### config.mk
export PLATFORM = sky130hd
export DESIGN_NAME = lke_core
export DESIGN_NICKNAME = d
export VERILOG_FILES = /design/src/lke_pkg.sv /design/src/lke_core.sv /design/src/lke_edge.sv
export SDC_FILE = /design/constraint.sdc
export NUM_CORES = 1
export LEC_CHECK = 0
export BUFFER_PORTS_ARGS = -buffer_cell sky130_fd_sc_hd__buf_2
export CAP_MARGIN = 10
export CORE_UTILIZATION = 41
export DETAILED_ROUTE_END_ITERATION = 7
export GPL_TIMING_DRIVEN = 0
export PLACE_DENSITY_LB_ADDON = 0.15
export SLEW_MARGIN = 25
export SYNTH_ARGS = -nofsm -noshare
export SYNTH_HDL_FRONTEND = slang
export SYNTH_SLANG_ARGS = --single-unit
### constraint.sdc
create_clock -name clk_i -period 1.52 [get_ports clk_i]
set_clock_uncertainty 0.15 [all_clocks]
set_input_delay 0.076 -clock clk_i [delete_from_list [all_inputs] [get_ports clk_i]]
set_output_delay 0.076 -clock clk_i [all_outputs]
set_load 0.05 [all_outputs]
### src/lke_pkg.sv
// package for the legacy keyboard emulation block: offsets, fields, carriers
package lke_pkg;
  localparam int unsigned ADDR_W   = 12;
  localparam logic [11:0] OFF_CTRL = 12'h100;
  localparam logic [11:0] OFF_IN   = 12'h104;
  localparam logic [11:0] OFF_OUT  = 12'h108;
  localparam logic [11:0] OFF_STAT = 12'h10c;
  // host i/o ports that are trapped
  localparam logic [15:0] PORT_DATA = 16'h0060;
  localparam logic [15:0] PORT_CMD  = 16'h0064;
  localparam logic [7:0]  CMD_GATE  = 8'hd1;
  // control field positions
  localparam int unsigned C_EMU_ON   = 0;
  localparam int unsigned C_EMU_IRQ  = 1;
  localparam int unsigned C_CHAR_PND = 2;
  localparam int unsigned C_IRQ_EN   = 3;
  localparam int unsigned C_EXT_EN   = 4;
  localparam int unsigned C_GATE_SEQ = 5;
  localparam int unsigned C_IRQ1_ACT = 6;
  localparam int unsigned C_IRQ12_ACT = 7;
  localparam int unsigned C_GATE_ST  = 8;
  // status field positions
  localparam int unsigned S_OUT_FULL = 0;
  localparam int unsigned S_IN_FULL  = 1;
  localparam int unsigned S_FLAG     = 2;
  localparam int unsigned S_CMD_DATA = 3;
  localparam int unsigned S_INHIBIT  = 4;
  localparam int unsigned S_AUX_FULL = 5;
  localparam int unsigned S_TIMEOUT  = 6;
  localparam int unsigned S_PARITY   = 7;
  localparam logic [8:0]  CTRL_RST = 9'h000;
  localparam logic [7:0]  STAT_RST = 8'h00;
  localparam logic [7:0]  BYTE_RST = 8'h00;

  // one host i/o access, trapped from the legacy decode
  typedef struct packed {
    logic        wr;
    logic        rd;
    logic [15:0] port;
    logic [7:0]  data;
  } lke_io_t;
endpackage : lke_pkg

### src/lke_core.sv
// legacy keyboard and mouse emulation: port trap, gate tracking, irq forwarding
//
// The implementer's own choice: strobed register access.
`timescale 1ns/1ps
`default_nettype none
module lke_core #(
  parameter logic [7:0] GATE_BIT = 8'h02 // bit of the 60h byte that carries the gate level
) (
  input  wire logic                       clk_i,        // controller clock, 100 MHz
  input  wire logic                       nrst_i,       // synchronous reset, active low
  input  wire logic [lke_pkg::ADDR_W-1:0] reg_addr_i,   // register byte address
  input  wire logic [31:0]                reg_wdata_i,  // register write data
  input  wire logic                       reg_wr_i,     // register write strobe
  input  wire logic                       reg_rd_i,     // register read strobe
  output logic      [31:0]                reg_rdata_o,  // read data, cycle after strobe
  input  wire lke_pkg::lke_io_t           io_i,         // trapped host i/o access
  output logic      [7:0]                 io_rdata_o,   // data returned for port read
  output logic                            io_trap_o,    // access was claimed by emulation
  input  wire logic                       kbc_irq1_i,   // keyboard controller irq1 pin
  input  wire logic                       kbc_irq12_i,  // keyboard controller irq12 pin
  output logic                            irq1_o,       // irq1 toward the system
  output logic                            irq12_o,      // irq12 toward the system
  output logic                            emu_irq_o,    // emulation interrupt
  output logic                            gate_mismatch_o // 60h gate byte differs from state
);
  // a zero mask would make every gate byte look low
  if (GATE_BIT == 8'h00) begin : g_gate_bit_check
    $error("lke_core: GATE_BIT must not be zero");
  end

  logic [1:0] kbc_level;
  logic [1:0] kbc_rise;

  lke_edge #(
    .WIDTH (2)
  ) u_edge (
    .clk_i   (clk_i),
    .nrst_i  (nrst_i),
    .async_i ({kbc_irq12_i, kbc_irq1_i}),
    .level_o (kbc_level),
    .rise_o  (kbc_rise)
  );

  // control state (bits 8:0, bit 1 is not stored)
  logic       emu_on;
  logic       char_pending;
  logic       legacy_irq_enable;
  logic       external_irq_enable;
  logic       gate_sequence_flag;
  logic       irq1_active;
  logic       irq12_active;
  logic       address_gate_state;
  logic [7:0] input_byte;
  logic [7:0] output_byte;
  logic [7:0] status;
  logic [31:0] rdata;
  logic       mismatch;

  logic       next_emu_on;
  logic       next_char_pending;
  logic       next_legacy_irq_enable;
  logic       next_external_irq_enable;
  logic       next_gate_sequence_flag;
  logic       next_irq1_active;
  logic       next_irq12_active;
  logic       next_address_gate_state;
  logic [7:0] next_input_byte;
  logic [7:0] next_output_byte;
  logic [7:0] next_status;
  logic [31:0] next_rdata;
  logic       next_mismatch;

  logic wr_ctrl;
  logic wr_in;
  logic wr_out;
  logic wr_stat;
  logic io_wr_data;
  logic io_wr_cmd;
  logic io_rd_data;
  logic emu_cond;
  logic [31:0] ctrl_view;

  assign wr_ctrl = reg_wr_i && (reg_addr_i == lke_pkg::OFF_CTRL);
  assign wr_in   = reg_wr_i && (reg_addr_i == lke_pkg::OFF_IN);
  assign wr_out  = reg_wr_i && (reg_addr_i == lke_pkg::OFF_OUT);
  assign wr_stat = reg_wr_i && (reg_addr_i == lke_pkg::OFF_STAT);

  // trapping only while emulation is on; otherwise the real controller answers
  assign io_wr_data = emu_on && io_i.wr && (io_i.port == lke_pkg::PORT_DATA);
  assign io_wr_cmd  = emu_on && io_i.wr && (io_i.port == lke_pkg::PORT_CMD);
  assign io_rd_data = emu_on && io_i.rd && (io_i.port == lke_pkg::PORT_DATA);
  assign io_trap_o  = emu_on && (io_i.wr || io_i.rd) &&
                      ((io_i.port == lke_pkg::PORT_DATA) ||
                       (io_i.port == lke_pkg::PORT_CMD));

  // live decode, never stored, so it reads back as bit 1
  always_comb begin
    emu_cond = 1'b0;
    if (emu_on && status[lke_pkg::S_IN_FULL]) emu_cond = 1'b1;
    if (char_pending && !status[lke_pkg::S_OUT_FULL]) emu_cond = 1'b1;
    if (external_irq_enable && (kbc_level[0] || kbc_level[1])) emu_cond = 1'b1;
  end

  always_comb begin
    ctrl_view = 32'h0000_0000;
    ctrl_view[lke_pkg::C_EMU_ON]    = emu_on;
    ctrl_view[lke_pkg::C_EMU_IRQ]   = emu_cond;
    ctrl_view[lke_pkg::C_CHAR_PND]  = char_pending;
    ctrl_view[lke_pkg::C_IRQ_EN]    = legacy_irq_enable;
    ctrl_view[lke_pkg::C_EXT_EN]    = external_irq_enable;
    ctrl_view[lke_pkg::C_GATE_SEQ]  = gate_sequence_flag;
    ctrl_view[lke_pkg::C_IRQ1_ACT]  = irq1_active;
    ctrl_view[lke_pkg::C_IRQ12_ACT] = irq12_active;
    ctrl_view[lke_pkg::C_GATE_ST]   = address_gate_state;
  end

  always_comb begin
    next_emu_on              = emu_on;
    next_char_pending        = char_pending;
    next_legacy_irq_enable   = legacy_irq_enable;
    next_external_irq_enable = external_irq_enable;
    next_gate_sequence_flag  = gate_sequence_flag;
    next_irq1_active         = irq1_active;
    next_irq12_active        = irq12_active;
    next_address_gate_state  = address_gate_state;
    next_input_byte          = input_byte;
    next_output_byte         = output_byte;
    next_status              = status;
    next_mismatch            = mismatch;
    next_rdata               = 32'h0000_0000;

    // software writes first, so that hardware events below win over clears
    if (wr_ctrl) begin
      next_emu_on              = reg_wdata_i[lke_pkg::C_EMU_ON];
      next_char_pending        = reg_wdata_i[lke_pkg::C_CHAR_PND];
      next_legacy_irq_enable   = reg_wdata_i[lke_pkg::C_IRQ_EN];
      next_external_irq_enable = reg_wdata_i[lke_pkg::C_EXT_EN];
      next_address_gate_state  = reg_wdata_i[lke_pkg::C_GATE_ST];
      if (reg_wdata_i[lke_pkg::C_IRQ1_ACT])  next_irq1_active  = 1'b0;
      if (reg_wdata_i[lke_pkg::C_IRQ12_ACT]) next_irq12_active = 1'b0;
    end
    if (wr_in) next_input_byte = reg_wdata_i[7:0];
    if (wr_out) next_output_byte = reg_wdata_i[7:0];
    if (wr_stat) next_status = reg_wdata_i[7:0];

    if (kbc_rise[0]) next_irq1_active  = 1'b1;
    if (kbc_rise[1]) next_irq12_active = 1'b1;

    if (io_wr_cmd) begin
      next_input_byte = io_i.data;
      next_gate_sequence_flag = (io_i.data == lke_pkg::CMD_GATE);
      next_status[lke_pkg::S_CMD_DATA] = 1'b1;
      // the d1h itself opens the sequence and is absorbed like a matching data byte
      if (!(gate_sequence_flag || (io_i.data == lke_pkg::CMD_GATE)))
        next_status[lke_pkg::S_IN_FULL] = 1'b1;
      else if (!gate_sequence_flag)
        next_status[lke_pkg::S_IN_FULL] = 1'b0;
    end
    if (io_wr_data) begin
      next_input_byte = io_i.data;
      next_status[lke_pkg::S_CMD_DATA] = 1'b0;
      if (gate_sequence_flag) begin
        // matching gate level needs no software; a mismatch is handed over
        next_mismatch = (|(io_i.data & GATE_BIT)) != address_gate_state;
        if (next_mismatch) next_status[lke_pkg::S_IN_FULL] = 1'b1;
      end else begin
        next_status[lke_pkg::S_IN_FULL] = 1'b1;
      end
    end
    if (io_rd_data) next_status[lke_pkg::S_OUT_FULL] = 1'b0;

    if (reg_rd_i) begin
      case (reg_addr_i)
        lke_pkg::OFF_CTRL: next_rdata = ctrl_view;
        lke_pkg::OFF_IN:   next_rdata = {24'h00_0000, input_byte};
        lke_pkg::OFF_OUT:  next_rdata = {24'h00_0000, output_byte};
        lke_pkg::OFF_STAT: next_rdata = {24'h00_0000, status};
        default:           next_rdata = 32'h0000_0000;
      endcase
    end

    if (!nrst_i) begin
      next_emu_on              = lke_pkg::CTRL_RST[lke_pkg::C_EMU_ON];
      next_char_pending        = lke_pkg::CTRL_RST[lke_pkg::C_CHAR_PND];
      next_legacy_irq_enable   = lke_pkg::CTRL_RST[lke_pkg::C_IRQ_EN];
      next_external_irq_enable = lke_pkg::CTRL_RST[lke_pkg::C_EXT_EN];
      next_gate_sequence_flag  = lke_pkg::CTRL_RST[lke_pkg::C_GATE_SEQ];
      next_irq1_active         = lke_pkg::CTRL_RST[lke_pkg::C_IRQ1_ACT];
      next_irq12_active        = lke_pkg::CTRL_RST[lke_pkg::C_IRQ12_ACT];
      next_address_gate_state  = lke_pkg::CTRL_RST[lke_pkg::C_GATE_ST];
      next_input_byte          = lke_pkg::BYTE_RST;
      next_output_byte         = lke_pkg::BYTE_RST;
      next_status              = lke_pkg::STAT_RST;
      next_mismatch            = 1'b0;
      next_rdata               = 32'h0000_0000;
    end
  end

  always_ff @(posedge clk_i) begin
    emu_on              <= next_emu_on;
    char_pending        <= next_char_pending;
    legacy_irq_enable   <= next_legacy_irq_enable;
    external_irq_enable <= next_external_irq_enable;
    gate_sequence_flag  <= next_gate_sequence_flag;
    irq1_active         <= next_irq1_active;
    irq12_active        <= next_irq12_active;
    address_gate_state  <= next_address_gate_state;
    input_byte          <= next_input_byte;
    output_byte         <= next_output_byte;
    status              <= next_status;
    rdata               <= next_rdata;
    mismatch            <= next_mismatch;
  end

  assign reg_rdata_o     = rdata;
  // 60h reads return the emulated output byte; 64h reads the emulated status
  assign io_rdata_o      = (io_i.port == lke_pkg::PORT_CMD) ? status : output_byte;
  assign irq1_o  = legacy_irq_enable && status[lke_pkg::S_OUT_FULL] &&
                   !status[lke_pkg::S_AUX_FULL];
  assign irq12_o = legacy_irq_enable && status[lke_pkg::S_OUT_FULL] &&
                   status[lke_pkg::S_AUX_FULL];
  assign emu_irq_o       = emu_cond;
  assign gate_mismatch_o = mismatch;
endmodule : lke_core
`default_nettype wire

### src/lke_edge.sv
// rising edge detector with a two-stage synchroniser per input bit
`timescale 1ns/1ps
`default_nettype none
module lke_edge #(
  parameter int unsigned WIDTH = 2
) (
  input  wire logic             clk_i,   // controller clock
  input  wire logic             nrst_i,  // synchronous reset, active low
  input  wire logic [WIDTH-1:0] async_i, // raw level inputs
  output logic      [WIDTH-1:0] level_o, // synchronised level
  output logic      [WIDTH-1:0] rise_o   // one-cycle pulse on rising edge
);
  // refused while the design is built, not at run time
  if (WIDTH < 1) begin : g_width_check
    $error("lke_edge: WIDTH must be at least 1");
  end

  genvar g;
  generate
    for (g = 0; g < WIDTH; g++) begin : g_bit
      logic meta;
      logic sync;
      logic prev;
      logic next_meta;
      logic next_sync;
      logic next_prev;
      always_comb begin
        next_meta = async_i[g];
        next_sync = meta;
        next_prev = sync;
        if (!nrst_i) begin
          next_meta = 1'b0;
          next_sync = 1'b0;
          next_prev = 1'b0;
        end
      end
      always_ff @(posedge clk_i) begin
        meta <= next_meta;
        sync <= next_sync;
        prev <= next_prev;
      end
      assign level_o[g] = sync;
      assign rise_o[g]  = sync & ~prev;
    end
  endgenerate
endmodule : lke_edge
`default_nettype wire

==> flow_metrics.env <==
export IMPL_status="complete, but fails checks"
export IMPL_violations="setup timing"
export IMPL_ff2ff_path_depth=5
export IMPL_final_area_um2=3660
export IMPL_die_w_um=79.3
export IMPL_synth_top_cell_area_share_pct=39.3
export IMPL_routed_wl_mm=6.76
export IMPL_min_to="status[0]"
export IMPL_min_from="io_i[16]"
export IMPL_clk_insertion_delay_late_ps=300
export IMPL_yosys_area_top_type="dfxtp_1"
export IMPL_crit_path_start_kind="flip-flop"
export IMPL_ys_seq_area_share_pct=39.3
export IMPL_synth_avg_cell_area_um2=9.75
export IMPL_synth_edf_count=0
export IMPL_p_leak_nw=1.72
export IMPL_yosys_area_share_adder_pct=0
export IMPL_power_density_nw_per_um2=684
export IMPL_fin_crit_sh_pct=105
export IMPL_fin_tns_setup_ps=-448
export IMPL_vias=2268
export IMPL_wl_met1_mm=2.92
export IMPL_hpwl_mm=4.66
export IMPL_postRouteAntennaNets=0
export IMPL_cap_violations=0
export IMPL_finalSetupViolCount=13
export IMPL_grt_start_max_net_pins=14
export IMPL_synthArstFlopShare_pct=0
export IMPL_vias_per_cell=5.00
export IMPL_ir_drop_mv=0.438
export IMPL_final_hold_violation_count=0
export IMPL_dr_max_layer_used="met4"
export IMPL_numClockSinks=48
export IMPL_cts_root_buf="clkbuf_8"
export IMPL_p_total_mw=2.51
export IMPL_avgRoutedWirePerCell_um=14.9
export IMPL_dp_cells=418
export IMPL_synth_xor_xnor_area_share_pct=0.358
export IMPL_met3_length_um=378
export IMPL_synth_ff_type="dfxtp_1"
export IMPL_netlist_instances=251
export IMPL_drc_errors=0
export IMPL_finalNonFillerCells=454
export IMPL_cts_buffers=5
export IMPL_track_usage_pct=22.3
export IMPL_synth_mux_area_share_pct=17.6
export IMPL_relSlewSlack_pct=59.1
export IMPL_crit_type="flip-flop to flip-flop"
export IMPL_worst_ep_required_time_ps=1570
export IMPL_io_buffers=73
export IMPL_r2r_end="status[1]"
export IMPL_htree_num_levels=2
export IMPL_period_minus_slack_ps=1600
export IMPL_worst_pin_slew_ps=613
export IMPL_clkTransAtPathRegs_ps=80
export IMPL_hold_path_class="primary input to flip-flop"
export IMPL_cts_tree="built"
export IMPL_final_layout_size_suffix_gt1_share_pct=44.2
export IMPL_yosys_top_cells_count="dfxtp_1, buf_4, nand3_1"
export IMPL_hold_path_cell_count=4
export IMPL_end_kind="flip-flop"
export IMPL_synth_seq_cells=48
export IMPL_worst_r2r_setup_slack_ps=-80
export IMPL_syn_area_um2=2450
export IMPL_yosysWarnings=0
export IMPL_crit_fanout=2
export IMPL_coreArea_um2=5640
export IMPL_report_final_slew_viol_count=0
export IMPL_clockBufferDepth=2
export IMPL_start_util_pct=43.4
export IMPL_max_freq_mhz=627
export IMPL_rows=27
export IMPL_grt_pass1_wl_mm=10.6
export IMPL_wl_met2_mm=3.33
export IMPL_synth_cell_types=45
export IMPL_die_y_um=79.3
export IMPL_synthTopCellsByArea="dfxtp_1, mux4_2, buf_4"
export IMPL_layout_setup_ws_ps=-75.4
export IMPL_rsz0062_at_grt="true"
export IMPL_placed_cell_area_um2=3050
export IMPL_synth_simple_area_share_pct=23.8
export IMPL_area_growth_pct=49.6
export IMPL_drtIter0Drc=110
export IMPL_r2r_start="emu_on"
export IMPL_fill_cells=494
export IMPL_grt_pass1_vias=2162
export IMPL_place_congestion=0.770
export IMPL_antenna_found_initial=0
export IMPL_synth_compound_area_share_pct=9.36
export IMPL_first_pass_iters=4
export IMPL_synth_top_family_by_area="simple AND/OR/NAND/NOR gates"
export IMPL_synthMostInstantiatedCell="dfxtp_1"
export IMPL_nNetsFinal=457
export IMPL_diodes=0
export IMPL_die_area_um2=6280
export IMPL_dp_slack_ps=-428
export IMPL_grt_overflow=0
export IMPL_io_pins=121
export IMPL_critPathArrivalTime_ps=1650
## metrics by stage
stage | hold WS (ps) | util, %
floorplan | 49.0 | -
global placement | 134 | 54.0
detailed placement | 136 | 54.0
CTS | 41.2 | 62.1
global route | 70.9 | 64.9
finish | 49.8 | 64.9
## logic make-up after synthesis
family	after synthesis
AO/OA/AOI/OAI	39
other	1
AND/OR/NAND/NOR	94
XOR/XNOR	1
multiplexers	32
buffers and inverters	36
flip-flops	48
## flip-flops by register name (all words and copies together), names as in the netlist
register,count
reg_rdata_o,9
input_byte,8
output_byte,8
status,8
u_edge.g_bit.meta,2
u_edge.g_bit.prev,2
u_edge.g_bit.sync,2
address_gate_state,1
char_pending,1
emu_on,1
external_irq_enable,1
gate_mismatch_o,1
gate_sequence_flag,1
irq12_active,1
irq1_active,1
legacy_irq_enable,1
## worst max-delay path: stages, from the launching register on
cell	delay, ps
dfxtp_2	350
nor4b_4	200
and4bb_1	270
nand4b_1	120
and3b_1	200
a31o_2	200
## worst max path at each step
stage | startpoint | to | slack (ps)
after floorplan | u_edge.g_bit[1].sync | reg_rdata_o[1] | -170
after global placement | reg_addr_i[10] | status[1] | -400
after detailed placement | reg_addr_i[10] | input_byte[7] | -430
after CTS | io_i[16] | io_rdata_o[1] | -70
after global routing | emu_on | status[1] | -160
final | emu_on | status[1] | -80
## cell usage in the layout (no fill, tap or decap), types with 3 or more instances in the layout
master         netlist  layout
buf_2                2      60
buf_6                1      16
nand3_1             20      12
nor2_1               6       4
mux2_2               9       7
nand3_2              0       7
dlygate4sd3_1        0      20
and2_1               6       6
nand2_1             16      13
o21ai_0             19       7
conb_1               1      23
a21oi_1             10      10
mux4_2               8       8
mux2i_1             15      15
nor2b_1             15      15
o21ai_1              0       7
clkbuf_1             8       7
dfxtp_1             48      45
and3_1               4       4
buf_4               23      31
nor4_4               1       3
o21ai_2              0       4
clkbuf_8             0       7
## report_power, final
group / internal, mW / total [mW] / switching [mW]
Combinational: 0.184 / 0.448 / 0.264
Sequential: 1.26 / 1.27 / 0.00514
Clock: 0.372 / 0.789 / 0.417
## layer usage
layer	vias up	global-route usage, %
li1	1125	-
met1	1047	27.4
met2	85	38.7
met3	11	4.02
met4	0	8.00
met5	-	0
## repair_timing
item	in CTS	in global routing
gates resized for setup	40	23
endpoints found under the hold margin	30	0
setup buffers	2	6
cloned	0	1
setup endpoints to repair	21	36
pin swaps	6	10
hold buffers	20	0
## cell type report
cell class / count / area (um2) / area share [%]
Multi-Input combinational cell: 189 / 1540 / 42.1
Timing Repair Buffer: 102 / 728 / 19.9
Inverter: 1 / 3.75 / 0.102
Tap cell: 72 / 90.1 / 2.46
Sequential cell: 48 / 967 / 26.4
Clock buffer: 8 / 90.1 / 2.46
Buffer: 34 / 241 / 6.59
(Power assumes the default switching activity.)
